==> config.mk <==
export PLATFORM = sky130hd
export DESIGN_NAME = serial_cmd
export DESIGN_NICKNAME = d
export VERILOG_FILES = /design/src/design/serial_cmd_pkg.sv /design/src/design/serial_cmd.sv
export SDC_FILE = /design/constraint.sdc
export NUM_CORES = 2
export LEC_CHECK = 0
export BUFFER_PORTS_ARGS = -buffer_cell sky130_fd_sc_hd__buf_2
export CAP_MARGIN = 5
export CORE_AREA = 8 8 333 335
export DETAILED_ROUTE_END_ITERATION = 10
export DIE_AREA = 0 0 341 343
export PLACE_DENSITY = 0.66
export SLEW_MARGIN = 20
export SYNTH_ARGS = -nofsm -noshare
export SYNTH_HDL_FRONTEND = slang
export SYNTH_SLANG_ARGS = --single-unit
==> constraint.sdc <==
create_clock -name clk -period 3.63 [get_ports clk]
set_input_delay 0.726 -clock clk [delete_from_list [all_inputs] [get_ports clk]]
set_output_delay 0.726 -clock clk [all_outputs]
set_load 0.01 [all_outputs]
==> src/design/serial_cmd_pkg.sv <==
// Constants, types and register map of the four-port serial command interpreter
package serial_cmd_pkg;

   // ------------------------------------------------------------
   // Register indices; each register is one aligned word
   // ------------------------------------------------------------
   localparam logic [11:0] OFF_CMD    = 12'h020;
   localparam logic [11:0] OFF_PARAM0 = 12'h022;
   localparam logic [11:0] OFF_PARAM1 = 12'h024;
   localparam logic [11:0] OFF_STATUS = 12'h028;
   // Byte addresses, four times the index
   localparam logic [11:0] ADR_CMD    = {OFF_CMD[9:0], 2'b00};
   localparam logic [11:0] ADR_PARAM0 = {OFF_PARAM0[9:0], 2'b00};
   localparam logic [11:0] ADR_PARAM1 = {OFF_PARAM1[9:0], 2'b00};
   localparam logic [11:0] ADR_STATUS = {OFF_STATUS[9:0], 2'b00};

   // ------------------------------------------------------------
   // Command field layout and codes
   // ------------------------------------------------------------
   localparam int          PORT_MSB = 7;
   localparam int          PORT_LSB = 6;
   localparam logic [5:0] Q_TEST  = 6'h00, Q_TXBAUD = 6'h01, Q_RXBAUD = 6'h02;
   localparam logic [5:0] Q_PAR   = 6'h03, Q_CLEN   = 6'h04, Q_STOP   = 6'h05;
   localparam logic [5:0] Q_RTS   = 6'h06, Q_DTR    = 6'h07, Q_PACE   = 6'h08;
   localparam logic [5:0] Q_BLK   = 6'h09, Q_PMODE  = 6'h0A, Q_LINE   = 6'h0B;
   localparam logic [5:0] Q_FIFO  = 6'h0C, Q_ERR    = 6'h0D, Q_RXCNT  = 6'h0E;
   localparam logic [5:0] Q_EMODE = 6'h13, Q_START  = 6'h14, Q_STOPT  = 6'h15;
   localparam logic [5:0] Q_PCHK  = 6'h1A;
   localparam logic [5:0] S_TEST  = 6'h20, S_TXBAUD = 6'h21, S_RXBAUD = 6'h22;
   localparam logic [5:0] S_PAR   = 6'h23, S_CLEN   = 6'h24, S_STOP   = 6'h25;
   localparam logic [5:0] S_RTS   = 6'h26, S_DTR    = 6'h27, S_PACE   = 6'h28;
   localparam logic [5:0] S_BLK   = 6'h29, S_PMODE  = 6'h2A, S_EMODE  = 6'h33;
   localparam logic [5:0] S_START = 6'h34, S_STOPT  = 6'h35, S_PCHK   = 6'h3A;

   // ------------------------------------------------------------
   // Reset values and field positions
   // ------------------------------------------------------------
   localparam logic [7:0]  RST_BAUD   = 8'h0B;
   localparam logic [7:0]  RST_PAR    = 8'h04;
   localparam logic [7:0]  RST_CLEN   = 8'h03;
   localparam logic [7:0]  RST_STOP   = 8'h07;
   localparam logic [11:0] RST_BLK    = 12'h800;
   localparam logic [15:0] RST_START  = 16'h2000;
   localparam logic [15:0] RST_STOPT  = 16'h2800;
   localparam logic [7:0]  RST_PCHK   = 8'h01;
   // Query returns value 1 first, so value 1 resets to 55 and value 0 to AA
   localparam logic [7:0]  RST_TEST0  = 8'hAA;
   localparam logic [7:0]  RST_TEST1  = 8'h55;
   localparam int          LS_XOFF_TX = 7;
   localparam int          LS_DTR     = 5;
   localparam int          LS_RTS     = 4;
   localparam int          LS_XOFF_RX = 3;
   localparam int          LS_DSR     = 1;
   localparam int          LS_CTS     = 0;
   localparam int          ERR_FRAME  = 6;
   localparam int          ERR_PARITY = 5;
   localparam int          ERR_OVFL   = 4;
   localparam int          ERR_BFULL  = 2;
   localparam logic [7:0]  ERR_MASK   = 8'h74;
   localparam int          NPORTS     = 4;

   // Per-port configuration set
   typedef struct packed {
      logic [7:0]  txbaud;
      logic [7:0]  rxbaud;
      logic [7:0]  parity;
      logic [7:0]  clen;
      logic [7:0]  stopb;
      logic [7:0]  rts_mode;
      logic [7:0]  cts_mon;
      logic [7:0]  dtr_mode;
      logic [7:0]  dsr_mon;
      logic [7:0]  pace;
      logic [11:0] blk;
      logic [7:0]  pmode;
      logic [7:0]  emode;
      logic [15:0] start_th;
      logic [15:0] stop_th;
      logic [7:0]  pchk;
      logic [7:0]  err;
      logic        xoff_rx;
   } port_cfg_t;

   // Line events from one serial engine
   typedef struct packed {
      logic        frame_err;
      logic        parity_err;
      logic        overflow;
      logic        buf_full;
      logic        xoff_seen;
      logic        xon_seen;
      logic        xoff_sent;
      logic        dtr_off;
      logic        rts_off;
      logic        dsr_off;
      logic        cts_off;
      logic [10:0] fifo_cnt;
      logic [15:0] rx_cnt;
   } port_evt_t;

   // APB answer bundle
   typedef struct packed {
      logic [31:0] prdata;
      logic        pready;
      logic        pslverr;
   } apb_rsp_t;

endpackage

==> src/design/serial_cmd.sv <==
// Command interpreter holding per-port serial configuration behind APB
module serial_cmd
(
   // Clock and reset
   input  wire logic                             clk,
   input  wire logic                             rst,
   input  wire logic                             ce,
   // APB slave
   input  wire logic                             psel,
   input  wire logic                             penable,
   input  wire logic                             pwrite,
   input  wire logic [11:0]                      paddr,
   input  wire logic [31:0]                      pwdata,
   output serial_cmd_pkg::apb_rsp_t              apb_rsp,
   // Serial engine events, one set per port
   input  serial_cmd_pkg::port_evt_t [3:0]       evt,
   // Configuration out to the serial engines
   output serial_cmd_pkg::port_cfg_t [3:0]       cfg
);
   import serial_cmd_pkg::*;

   // ------------------------------------------------------------
   // State
   // ------------------------------------------------------------
   typedef enum logic [1:0]
   {
      ST_IDLE = 2'b01,
      ST_EXEC = 2'b10
   } fsm_t;

   typedef struct packed {
      fsm_t                   st;
      port_cfg_t [3:0]        cfg;
      logic [7:0]             cmd;
      logic [15:0]            p0;
      logic [15:0]            p1;
      logic [7:0]             test0;
      logic [7:0]             test1;
      logic                   busy;
      apb_rsp_t               rsp;
   } state_t;

   state_t q, d;

   // Cross-domain line status: three stages, change taken when 2nd and 3rd agree
   logic [3:0][3:0] ls_s1, ls_s2, ls_s3, ls_q;
   logic [3:0][3:0] ls_raw;

   // ------------------------------------------------------------
   // Helpers
   // ------------------------------------------------------------
   function automatic port_cfg_t cfg_reset();
      port_cfg_t c;
      c          = '0;
      c.txbaud   = RST_BAUD;
      c.rxbaud   = RST_BAUD;
      c.parity   = RST_PAR;
      c.clen     = RST_CLEN;
      c.stopb    = RST_STOP;
      c.blk      = RST_BLK;
      c.start_th = RST_START;
      c.stop_th  = RST_STOPT;
      c.pchk     = RST_PCHK;
      return c;
   endfunction

   // Port number from command byte
   function automatic logic [1:0] port_of(input logic [7:0] c);
      return c[PORT_MSB:PORT_LSB];
   endfunction

   // ------------------------------------------------------------
   // Line-status pin synchronisers
   // ------------------------------------------------------------
   genvar gi;
   generate
      for (gi = 0; gi < NPORTS; gi++)
      begin : g_sync
         assign ls_raw[gi] = {evt[gi].dtr_off, evt[gi].rts_off,
                              evt[gi].dsr_off, evt[gi].cts_off};
         always_ff @(posedge clk)
         begin
            if (rst)
            begin
               ls_s1[gi] <= 4'hF;
               ls_s2[gi] <= 4'hF;
               ls_s3[gi] <= 4'hF;
               ls_q[gi]  <= 4'hF;
            end
            else if (ce)
            begin
               ls_s1[gi] <= ls_raw[gi];
               ls_s2[gi] <= ls_s1[gi];
               ls_s3[gi] <= ls_s2[gi];
               // Only accept when the two late stages agree
               if (ls_s2[gi] == ls_s3[gi])
                  ls_q[gi] <= ls_s3[gi];
            end
         end
      end
   endgenerate

   // ------------------------------------------------------------
   // Next state
   // ------------------------------------------------------------
   always_comb
   begin
      logic [1:0]  pn;
      logic [5:0]  op;
      logic        wr_acc;
      logic        rd_acc;
      logic        err_clr;
      logic [7:0]  nerr;
      port_cfg_t   c;
      pn      = port_of(q.cmd);
      op      = q.cmd[5:0];
      c       = q.cfg[pn];
      d       = q;
      err_clr = 1'b0;
      nerr    = 8'h00;
      wr_acc  = psel && penable && pwrite;
      rd_acc  = psel && penable && !pwrite;
      d.rsp.pready  = 1'b0;
      d.rsp.pslverr = 1'b0;

      // Command execution, one cycle after the command write
      case (q.st)
         ST_IDLE:
         begin
            if (q.busy)
               d.st = ST_EXEC;
         end
         ST_EXEC:
         begin
            d.st   = ST_IDLE;
            d.busy = 1'b0;
            case (op)
               Q_TEST:   begin d.p0 = {8'h00, q.test1}; d.p1 = {8'h00, q.test0}; end
               Q_TXBAUD: begin d.p0 = {8'h00, c.txbaud}; d.p1 = '0; end
               Q_RXBAUD: begin d.p0 = {8'h00, c.rxbaud}; d.p1 = '0; end
               Q_PAR:    begin d.p0 = {8'h00, c.parity}; d.p1 = '0; end
               Q_CLEN:   begin d.p0 = {8'h00, c.clen};   d.p1 = '0; end
               Q_STOP:   begin d.p0 = {8'h00, c.stopb};  d.p1 = '0; end
               Q_RTS:    begin d.p0 = {8'h00, c.rts_mode}; d.p1 = {8'h00, c.cts_mon}; end
               Q_DTR:    begin d.p0 = {8'h00, c.dtr_mode}; d.p1 = {8'h00, c.dsr_mon}; end
               Q_PACE:   begin d.p0 = {8'h00, c.pace};   d.p1 = '0; end
               // Block size split as low byte / high nibble
               Q_BLK:    begin d.p0 = {8'h00, c.blk[7:0]}; d.p1 = {12'h000, c.blk[11:8]}; end
               Q_PMODE:  begin d.p0 = {8'h00, c.pmode};  d.p1 = '0; end
               Q_LINE:
               begin
                  d.p0 = '0;
                  d.p0[LS_XOFF_TX] = evt[pn].xoff_sent;
                  d.p0[LS_DTR]     = ls_q[pn][3];
                  d.p0[LS_RTS]     = ls_q[pn][2];
                  d.p0[LS_XOFF_RX] = c.xoff_rx;
                  d.p0[LS_DSR]     = ls_q[pn][1];
                  d.p0[LS_CTS]     = ls_q[pn][0];
                  d.p1 = '0;
               end
               Q_FIFO:   begin d.p0 = {8'h00, evt[pn].fifo_cnt[7:0]};
                               d.p1 = {13'h0000, evt[pn].fifo_cnt[10:8]}; end
               Q_ERR:    begin d.p0 = {8'h00, c.err}; d.p1 = '0; err_clr = 1'b1; end
               Q_RXCNT:  begin d.p0 = {8'h00, evt[pn].rx_cnt[7:0]};
                               d.p1 = {8'h00, evt[pn].rx_cnt[15:8]}; end
               Q_EMODE:  begin d.p0 = {8'h00, c.emode}; d.p1 = '0; end
               Q_START:  begin d.p0 = {8'h00, c.start_th[7:0]};
                               d.p1 = {8'h00, c.start_th[15:8]}; end
               Q_STOPT:  begin d.p0 = {8'h00, c.stop_th[7:0]};
                               d.p1 = {8'h00, c.stop_th[15:8]}; end
               Q_PCHK:   begin d.p0 = {8'h00, c.pchk}; d.p1 = '0; end
               S_TEST:   begin d.test0 = q.p0[7:0]; d.test1 = q.p1[7:0]; end
               S_TXBAUD: c.txbaud = q.p0[7:0];
               S_RXBAUD: c.rxbaud = q.p0[7:0];
               S_PAR:    c.parity = q.p0[7:0];
               S_CLEN:   c.clen   = q.p0[7:0];
               S_STOP:   c.stopb  = {4'h0, q.p0[3:0]};
               S_RTS:    begin c.rts_mode = q.p0[7:0]; c.cts_mon = q.p1[7:0]; end
               S_DTR:    begin c.dtr_mode = q.p0[7:0]; c.dsr_mon = q.p1[7:0]; end
               S_PACE:   c.pace   = q.p0[7:0];
               // Only p0[7:0] and p1[3:0] used; the upper bits of each word ignored
               S_BLK:    c.blk    = {q.p1[3:0], q.p0[7:0]};
               S_PMODE:  c.pmode  = q.p0[7:0];
               S_EMODE:  c.emode  = q.p0[7:0];
               S_START:  c.start_th = {q.p1[7:0], q.p0[7:0]};
               S_STOPT:  c.stop_th  = {q.p1[7:0], q.p0[7:0]};
               S_PCHK:   c.pchk   = q.p0[7:0];
               default:  ;
            endcase
         end
         default:
         begin
            d.st   = ST_IDLE;
            d.busy = 1'b0;
         end
      endcase

      // Write back the target port only
      if (q.st == ST_EXEC)
      begin
         if (err_clr)
            c.err = 8'h00;
         d.cfg[pn] = c;
      end

      // Sticky event flags; a set in the clearing cycle wins
      for (int i = 0; i < NPORTS; i++)
      begin
         nerr = d.cfg[i].err;
         nerr[ERR_FRAME]  = nerr[ERR_FRAME]  | evt[i].frame_err;
         nerr[ERR_PARITY] = nerr[ERR_PARITY] | evt[i].parity_err;
         nerr[ERR_OVFL]   = nerr[ERR_OVFL]   | evt[i].overflow;
         nerr[ERR_BFULL]  = nerr[ERR_BFULL]  | evt[i].buf_full;
         d.cfg[i].err = nerr & ERR_MASK;
         if (evt[i].xoff_seen)
            d.cfg[i].xoff_rx = 1'b1;
         else if (evt[i].xon_seen)
            d.cfg[i].xoff_rx = 1'b0;
      end

      // APB: answer registered one cycle into the access phase
      if (psel && penable && !q.rsp.pready)
      begin
         d.rsp.pready = 1'b1;
         d.rsp.prdata = '0;
         case (paddr)
            ADR_CMD:    d.rsp.prdata = {24'h000000, q.cmd};
            ADR_PARAM0: d.rsp.prdata = {16'h0000, q.p0};
            ADR_PARAM1: d.rsp.prdata = {16'h0000, q.p1};
            ADR_STATUS: d.rsp.prdata = {31'h00000000, q.busy};
            default:    d.rsp.pslverr = 1'b1;
         endcase
         if (rd_acc)
            d.rsp.prdata = d.rsp.prdata;
      end

      // Writes commit on the edge where the master sees pready, so a held request lands once
      if (wr_acc && q.rsp.pready)
      begin
         case (paddr)
            ADR_CMD:
            begin
               d.cmd  = pwdata[7:0];
               d.busy = 1'b1;
            end
            ADR_PARAM0: d.p0 = pwdata[15:0];
            ADR_PARAM1: d.p1 = pwdata[15:0];
            ADR_STATUS: ;
            default:    ;
         endcase
      end
   end

   // ------------------------------------------------------------
   // Registers
   // ------------------------------------------------------------
   always_ff @(posedge clk)
   begin
      if (rst)
      begin
         q       <= '0;
         q.st    <= ST_IDLE;
         q.test0 <= RST_TEST0;
         q.test1 <= RST_TEST1;
         for (int i = 0; i < NPORTS; i++)
            q.cfg[i] <= cfg_reset();
      end
      else if (ce)
         q <= d;
   end

   assign apb_rsp = q.rsp;
   assign cfg     = q.cfg;

   // ------------------------------------------------------------
   // Checks
   // ------------------------------------------------------------
   a_port_select: assert property (@(posedge clk) disable iff (rst)
      (ce && q.st == ST_EXEC && q.cmd[5:0] == S_PAR) |=> (cfg[$past(q.cmd[7:6])].parity ==
      $past(q.p0[7:0]) || !$past(ce)))
      else $error("set parity not applied to selected port");
   a_test_swap: assert property (@(posedge clk) disable iff (rst)
      (ce && q.st == ST_EXEC && q.cmd[5:0] == Q_TEST) |=> (q.p0[7:0] == $past(q.test1)))
      else $error("test value not swapped");
   a_err_clear: assert property (@(posedge clk) disable iff (rst)
      (ce && q.st == ST_EXEC && q.cmd[5:0] == Q_ERR && !evt[q.cmd[7:6]].frame_err)
      |=> !cfg[$past(q.cmd[7:6])].err[ERR_FRAME])
      else $error("error flags not cleared by query");
   a_xoff_set: assert property (@(posedge clk) disable iff (rst)
      (ce && evt[3].xoff_seen) |=> cfg[3].xoff_rx)
      else $error("xoff received flag not set");
   a_blk_query: assert property (@(posedge clk) disable iff (rst)
      (ce && q.st == ST_EXEC && q.cmd[5:0] == Q_BLK) |=> (q.p1[15:4] == 12'h000))
      else $error("block size high bits not clear");
   a_apb_ready: assert property (@(posedge clk) disable iff (rst)
      (ce && psel && penable && !apb_rsp.pready) |=> apb_rsp.pready)
      else $error("apb answer late");
   a_result_hold: assert property (@(posedge clk) disable iff (rst)
      (q.st == ST_IDLE && !q.busy && !(psel && penable && pwrite)) |=> $stable(q.p0))
      else $error("result changed without command");
   a_stop_range: assert property (@(posedge clk) disable iff (rst)
      cfg[1].stopb[7:4] == 4'h0)
      else $error("stop code out of range");
endmodule

## Yosys cells after proc, flatten, opt, wreduce, memory -nomap -nowiden

Index checks and enable logic that the tools add are counted.

- Output and inout bits: 662
- Input bits: 202
- Register bits: 753

- $lt $le $gt $ge: 2
- Reduce and logical (&&, ||, !) cells: 25
- Bitwise gates (word level): 16
- Multiplexer cells: 51
- Eq/ne operators: 44

Operators with widths:

| operator | count |
|---|---|
| 628-bit bitwise mux | 1 |
| 32-bit case mux with 19 select lines | 1 |
| 479-bit 2-to-1 mux | 1 |
| 157-bit binary-select mux with 2-bit select | 1 |
| 157-bit demux with 2-bit select | 1 |
| 157-bit 2-to-1 mux | 2 |
| 148-bit 2-to-1 mux | 1 |
| 16-bit 2-to-1 mux | 7 |
| 6-bit == test, second input constant | 15 |
| 8-bit 2-to-1 mux | 11 |
| 38-bit binary-select mux with 2-bit select | 1 |
| 32-bit 2-to-1 mux | 2 |
| 16-bit case mux with 4 select lines | 1 |
| 12-bit by 8-bit == test with 1-bit output, second input constant | 4 |
| 48-bit 2-to-1 mux | 1 |
| 6-bit by 4-bit == test with 1-bit output, second input constant | 7 |
| 6-bit by 3-bit == test with 1-bit output, second input constant | 4 |
| 6-bit by 5-bit == test with 1-bit output, second input constant | 4 |
| 2-bit AND reduction | 11 |
| 4-bit == test | 4 |
| 1-bit bitwise OR | 16 |
| 1-bit 2-to-1 mux | 14 |
| 6-bit by 2-bit == test with 1-bit output, second input constant | 2 |
| 12-bit 2-to-1 mux | 1 |
| other kinds (15) | 25 |

## Depth between registers and ports, before layout

- Depth in word-level cells: 9
- Mapped depth: 11
- Mapped depth without buffers: 6

## Worst setup path before layout

OpenSTA, ideal clock, no wires.

- Kind: input port to flip-flop
- Start: input port paddr[6]
- End: register q[90] in the netlist's numbering
- Library setup time: 0.128 ns
- Slack: 1.356 ns
- Arrival: 2.147 ns
- Stages on the path: 6
- Cells stage by stage: nor4b_2 > nand4_1 > or3_1 > buf_2 > mux2i_1 > nor2_1

- Longest elaborated chain between the ends: 2

RTL lines:

| what | line | RTL |
|---|---|---|
| from (decl) | serial_cmd.sv:12 | `input wire logic [11:0] paddr,` |
| 12-bit by 8-bit == test with 1-bit output | serial_cmd.sv:240 | `case (paddr)` |
| 3-bit AND reduction (no line) | - |  |
| to (decl) | serial_cmd.sv:43 | `state_t q, d;` |

No other way between the ends.
A chain may end at the register's enable or synchronous reset.

## Final worst setup path

- Start: register q[85] in the netlist's numbering
- End: register q[74] in the netlist's numbering

- Longest elaborated chain between the ends: 5

RTL lines:

| what | line | RTL |
|---|---|---|
| 6-bit by 5-bit == test with 1-bit output (tied with other cells) | serial_cmd.sv:137 | `case (op)` |
| 32-bit case mux with 19 select lines * | serial_cmd.sv:137 |  |
| 48-bit 2-to-1 mux * | serial_cmd.sv:127 | `case (q.st)` |
| 16-bit 2-to-1 mux | serial_cmd.sv:240 |  |
| 32-bit 2-to-1 mux * | serial_cmd.sv:238 | `if (wr_acc && q.rsp.pready)` |

Every way passes the cells marked *; elsewhere a longest branch is shown, timed or not.

==> metrics.md <==
| Metric | Value |
|---|---|
| CP required | about 4200 ps |
| First DRT Iteration DRCs | between 2k and 3k |
| Post-Route WL | roughly 170 mm |
| Post-DP HPWL | between 100 and 150 mm |
| Initial antenna violation count | 21 |
| Mapped Cells | roughly 4.0k |
| Main synth FF type | dfxtp_1 |
| GRT overflow | 0 |
| Period utilization | a little under nine tenths |
| Setup bufs post-CTS | 0 |
| Xor/xnor share of the synthesized area | less than 1% |
| Seq/Total Area, Yosys | about two fifths |
| Syn-to-layout area delta | 8.847% |
| CTS clk-pin slew, worst paths | around 70 ps |
| CTS Buffer Depth | 3 |
| CP Class | reg -> reg |
| Layout Skew | between 30 and 40 ps |
| YS warnings | 0 |
| Met3 routed WL | 14.29 mm |
| CTS tree | built |
| Startpoint Class | register |
| Avg WL per Cell | ~31 um |
| Crit. End Element | register |
| Post-detailed-route count of antenna-violating nets | 0 |
| GP Congestion | 0.9327 |
| Slowest-stage cell, CP | nor2_2 |
| Max-cap violation count | 0 |
| Multiplexer share of the synthesized area | ~17% |
| Crit path arrival time | roughly 3700 ps |
| First drt pass iteration count | 6 |
| CP max FO | 16 |
| Htree depth | 3 |
| Port bufs | roughly 820 |
| Slew margin rel. | between 10% and 20% |
| Fillers | 10.54k |
| Library cells used by synthesis | 73 |
| Slowest stage delay, CP | around 830 ps |
| Hold path startpoint | evt[27] |
| Final Hold Fails | 0 |
| Synth area leader | dfxtp_1 |
| F_max | ~320 MHz |
| Slew Limit Fails | 0 |
| CTS root buffer | clkbuf_16 |
| # setup viols final | 0 |
| All-Layer GR Usage | ~27% |
| TritonCTS Sinks | 753 |
| Max layer used | met5 |
| Top cells by area, synth | dfxtp_1 39%, buf_4 13%, mux4_2 10%, a211oi_1 10%, nor2_1 6.0% |
| DRC | 0 |
| Synth Area in Simple Gates | between 10% and 20% |
| Worst Hold Class | in -> reg |
| Core ar. | around 110000 um^2 |
| Largest family of logic cells by synthesized area | buffers and inverters |
| Cell Chain, Critical Path | or4b_4 -> nor2_2 -> a22oi_1 -> nand4_1 -> nor3_1 -> a21oi_1 |
| Synth Area in Compound Gates | between 15 and 20% |
| Worst vdd ir | 304.9 uV |
| Leakage | between 15 and 20 nW |
| Worst reg2reg startpoint | q[85] |
| Die footprint | about 120000 um^2 |
| Chip Height | between 300 and 400 um |
| Via Count | 31.12k |
| Number of synthesized flops with an enable pin | 0 |
| RSZ-0062 raised after global routing | no |
| CTS Buf Count | 85 |
| Post-CTS Resized | 0 |
| Mapped Area | between 30000 and 40000 um^2 |
| Drt via density | between 5 and 6 |
| Boundary Pins | 864 |
| Placement Cell Area | a little under 40000 um^2 |
| Ys async rst share | 0% |
| Std-Cell Rows | 120 |
| Design area | 41860 um^2 |
| Starting Density | between 30 and 40% |
| Worst Setup SP | q[85] |
| Average size of a mapped cell | about 9.7 um^2 |
| #FFs+latches synth | between 700 and 800 |
| Top cell type's share of synthesized area | between 30% and 40% |
| Vias in the first global route | 29.48k |
| Synth Area in Adders | 0% |
| WL met2 | around 80 mm |
| Pin count of the biggest net entering global routing | approximately 160 |
| Number of nets in the layout | 4231 |
| Slew at the pin with the worst max-slew slack | about 1200 ps |
| Status | finished clean |
| Layout cells sized above 1 | between 30% and 40% |
| First-pass GRT wire length | 231.4 mm |
| Tmin final | between 3000 and 4000 ps |
| Cell Pwr Density | 423.2 nW/um^2 |
| Clk_lat worst skew | 680 ps |
| Setup TNS | 0 ps |
| Post-CTS Hold Buffers | 0 |
| Die X | about 340 um |
| Met1 Routed Length | roughly 67 mm |
-- placed cells by master, fill, tap and decap left out, drive strengths merged, types with 12 or more instances in the layout --
master    n
buf     927
dfxtp   753
nor2    621
a211oi  513
mux2i   223
nand2   222
mux4    185
clkbuf  123
a22oi   109
o211ai   68
a21oi    54
nor3     34
conb     32
nand3    29
nand4    18
a221oi   18
and2     14
a22o     13
xnor2    12
-- layer usage --
layer	up-vias	track usage (%)
li1	13790	-
met1	15200	33.50
met2	1719	44.34
met3	396	6.818
met4	10	13.06
met5	-	0
-- where the power goes --
group          total [mW]  internal, mW  switching [mW]
Clock                8.81          5.16            3.65
Sequential           8.34          8.31          0.0370
Combinational       0.561         0.204           0.357
-- cells by family after synthesis --
group           Yosys count
mux                     408
buf+inv                 994
compound gates          818
other cells               1
simple gates            984
flops                   753
xor+xnor                 16
-- cell usage after synthesis (54+ instances only) --
| library cell | instances |
|---|---|
| nand2_1 | 221 |
| clkbuf_1 | 167 |
| a211oi_1 | 512 |
| buf_2 | 105 |
| mux2i_1 | 223 |
| o211ai_1 | 68 |
| buf_4 | 684 |
| a21oi_1 | 54 |
| a22oi_1 | 109 |
| mux4_2 | 179 |
| nor2_1 | 615 |
| dfxtp_1 | 753 |
-- critical path, delay by kind of cell (launching register included) --
family / cells / cell delay, ps
DFF: 1 / 530
and+or+nand+nor: 4 / 1900
AOI/OAI and AO/OA: 2 / 630
-- stage by stage --
stage | setup WS [ps] | utilization (%) | hold WS, ps | power [mW] | instances
after CTS | 545.5 | 39.51 | 224.6 | 17.85 | 5488
after global routing | 501.1 | 39.53 | 252.4 | 18.23 | 5495
after global placement | 590.0 | 36.87 | 445.5 | 9.071 | 5345
after floorplan | 1356 | - | 435.7 | 8.873 | 4005
after detailed placement | 570.9 | 36.87 | 447.3 | 9.078 | 5345
final | 497.5 | 39.54 | 286.6 | 17.71 | 5499
-- cell type report --
type	count	area [um^2]	area share [%]
diodes	11	27.53	0.06577
clock buffers	123	2515	6.009
clock inverters	20	279.0	0.6666
inverters	4	17.52	0.04185
multi-input cells	2258	16970	40.55
flip-flops and latches	753	15090	36.06
well taps	1403	1755	4.194
repair buffers	927	5195	12.41
-- sequential cells by signal, summed over array words and instances (netlist names) --
register  cells
ls_s2        16
cfg         612
ls_s1        16
ls_q         16
q            59
apb_rsp      18
ls_s3        16
-- worst paths after layout --
check,endpoint,slack (ps),cells past startpoint
worst min register to register,q[43],460,2
worst max register to register,q[74],500,6
worst min-delay path,ls_s1[0],290,3
worst max-delay path,q[74],500,6
No activity file was read; power rests on OpenSTA's default activity.
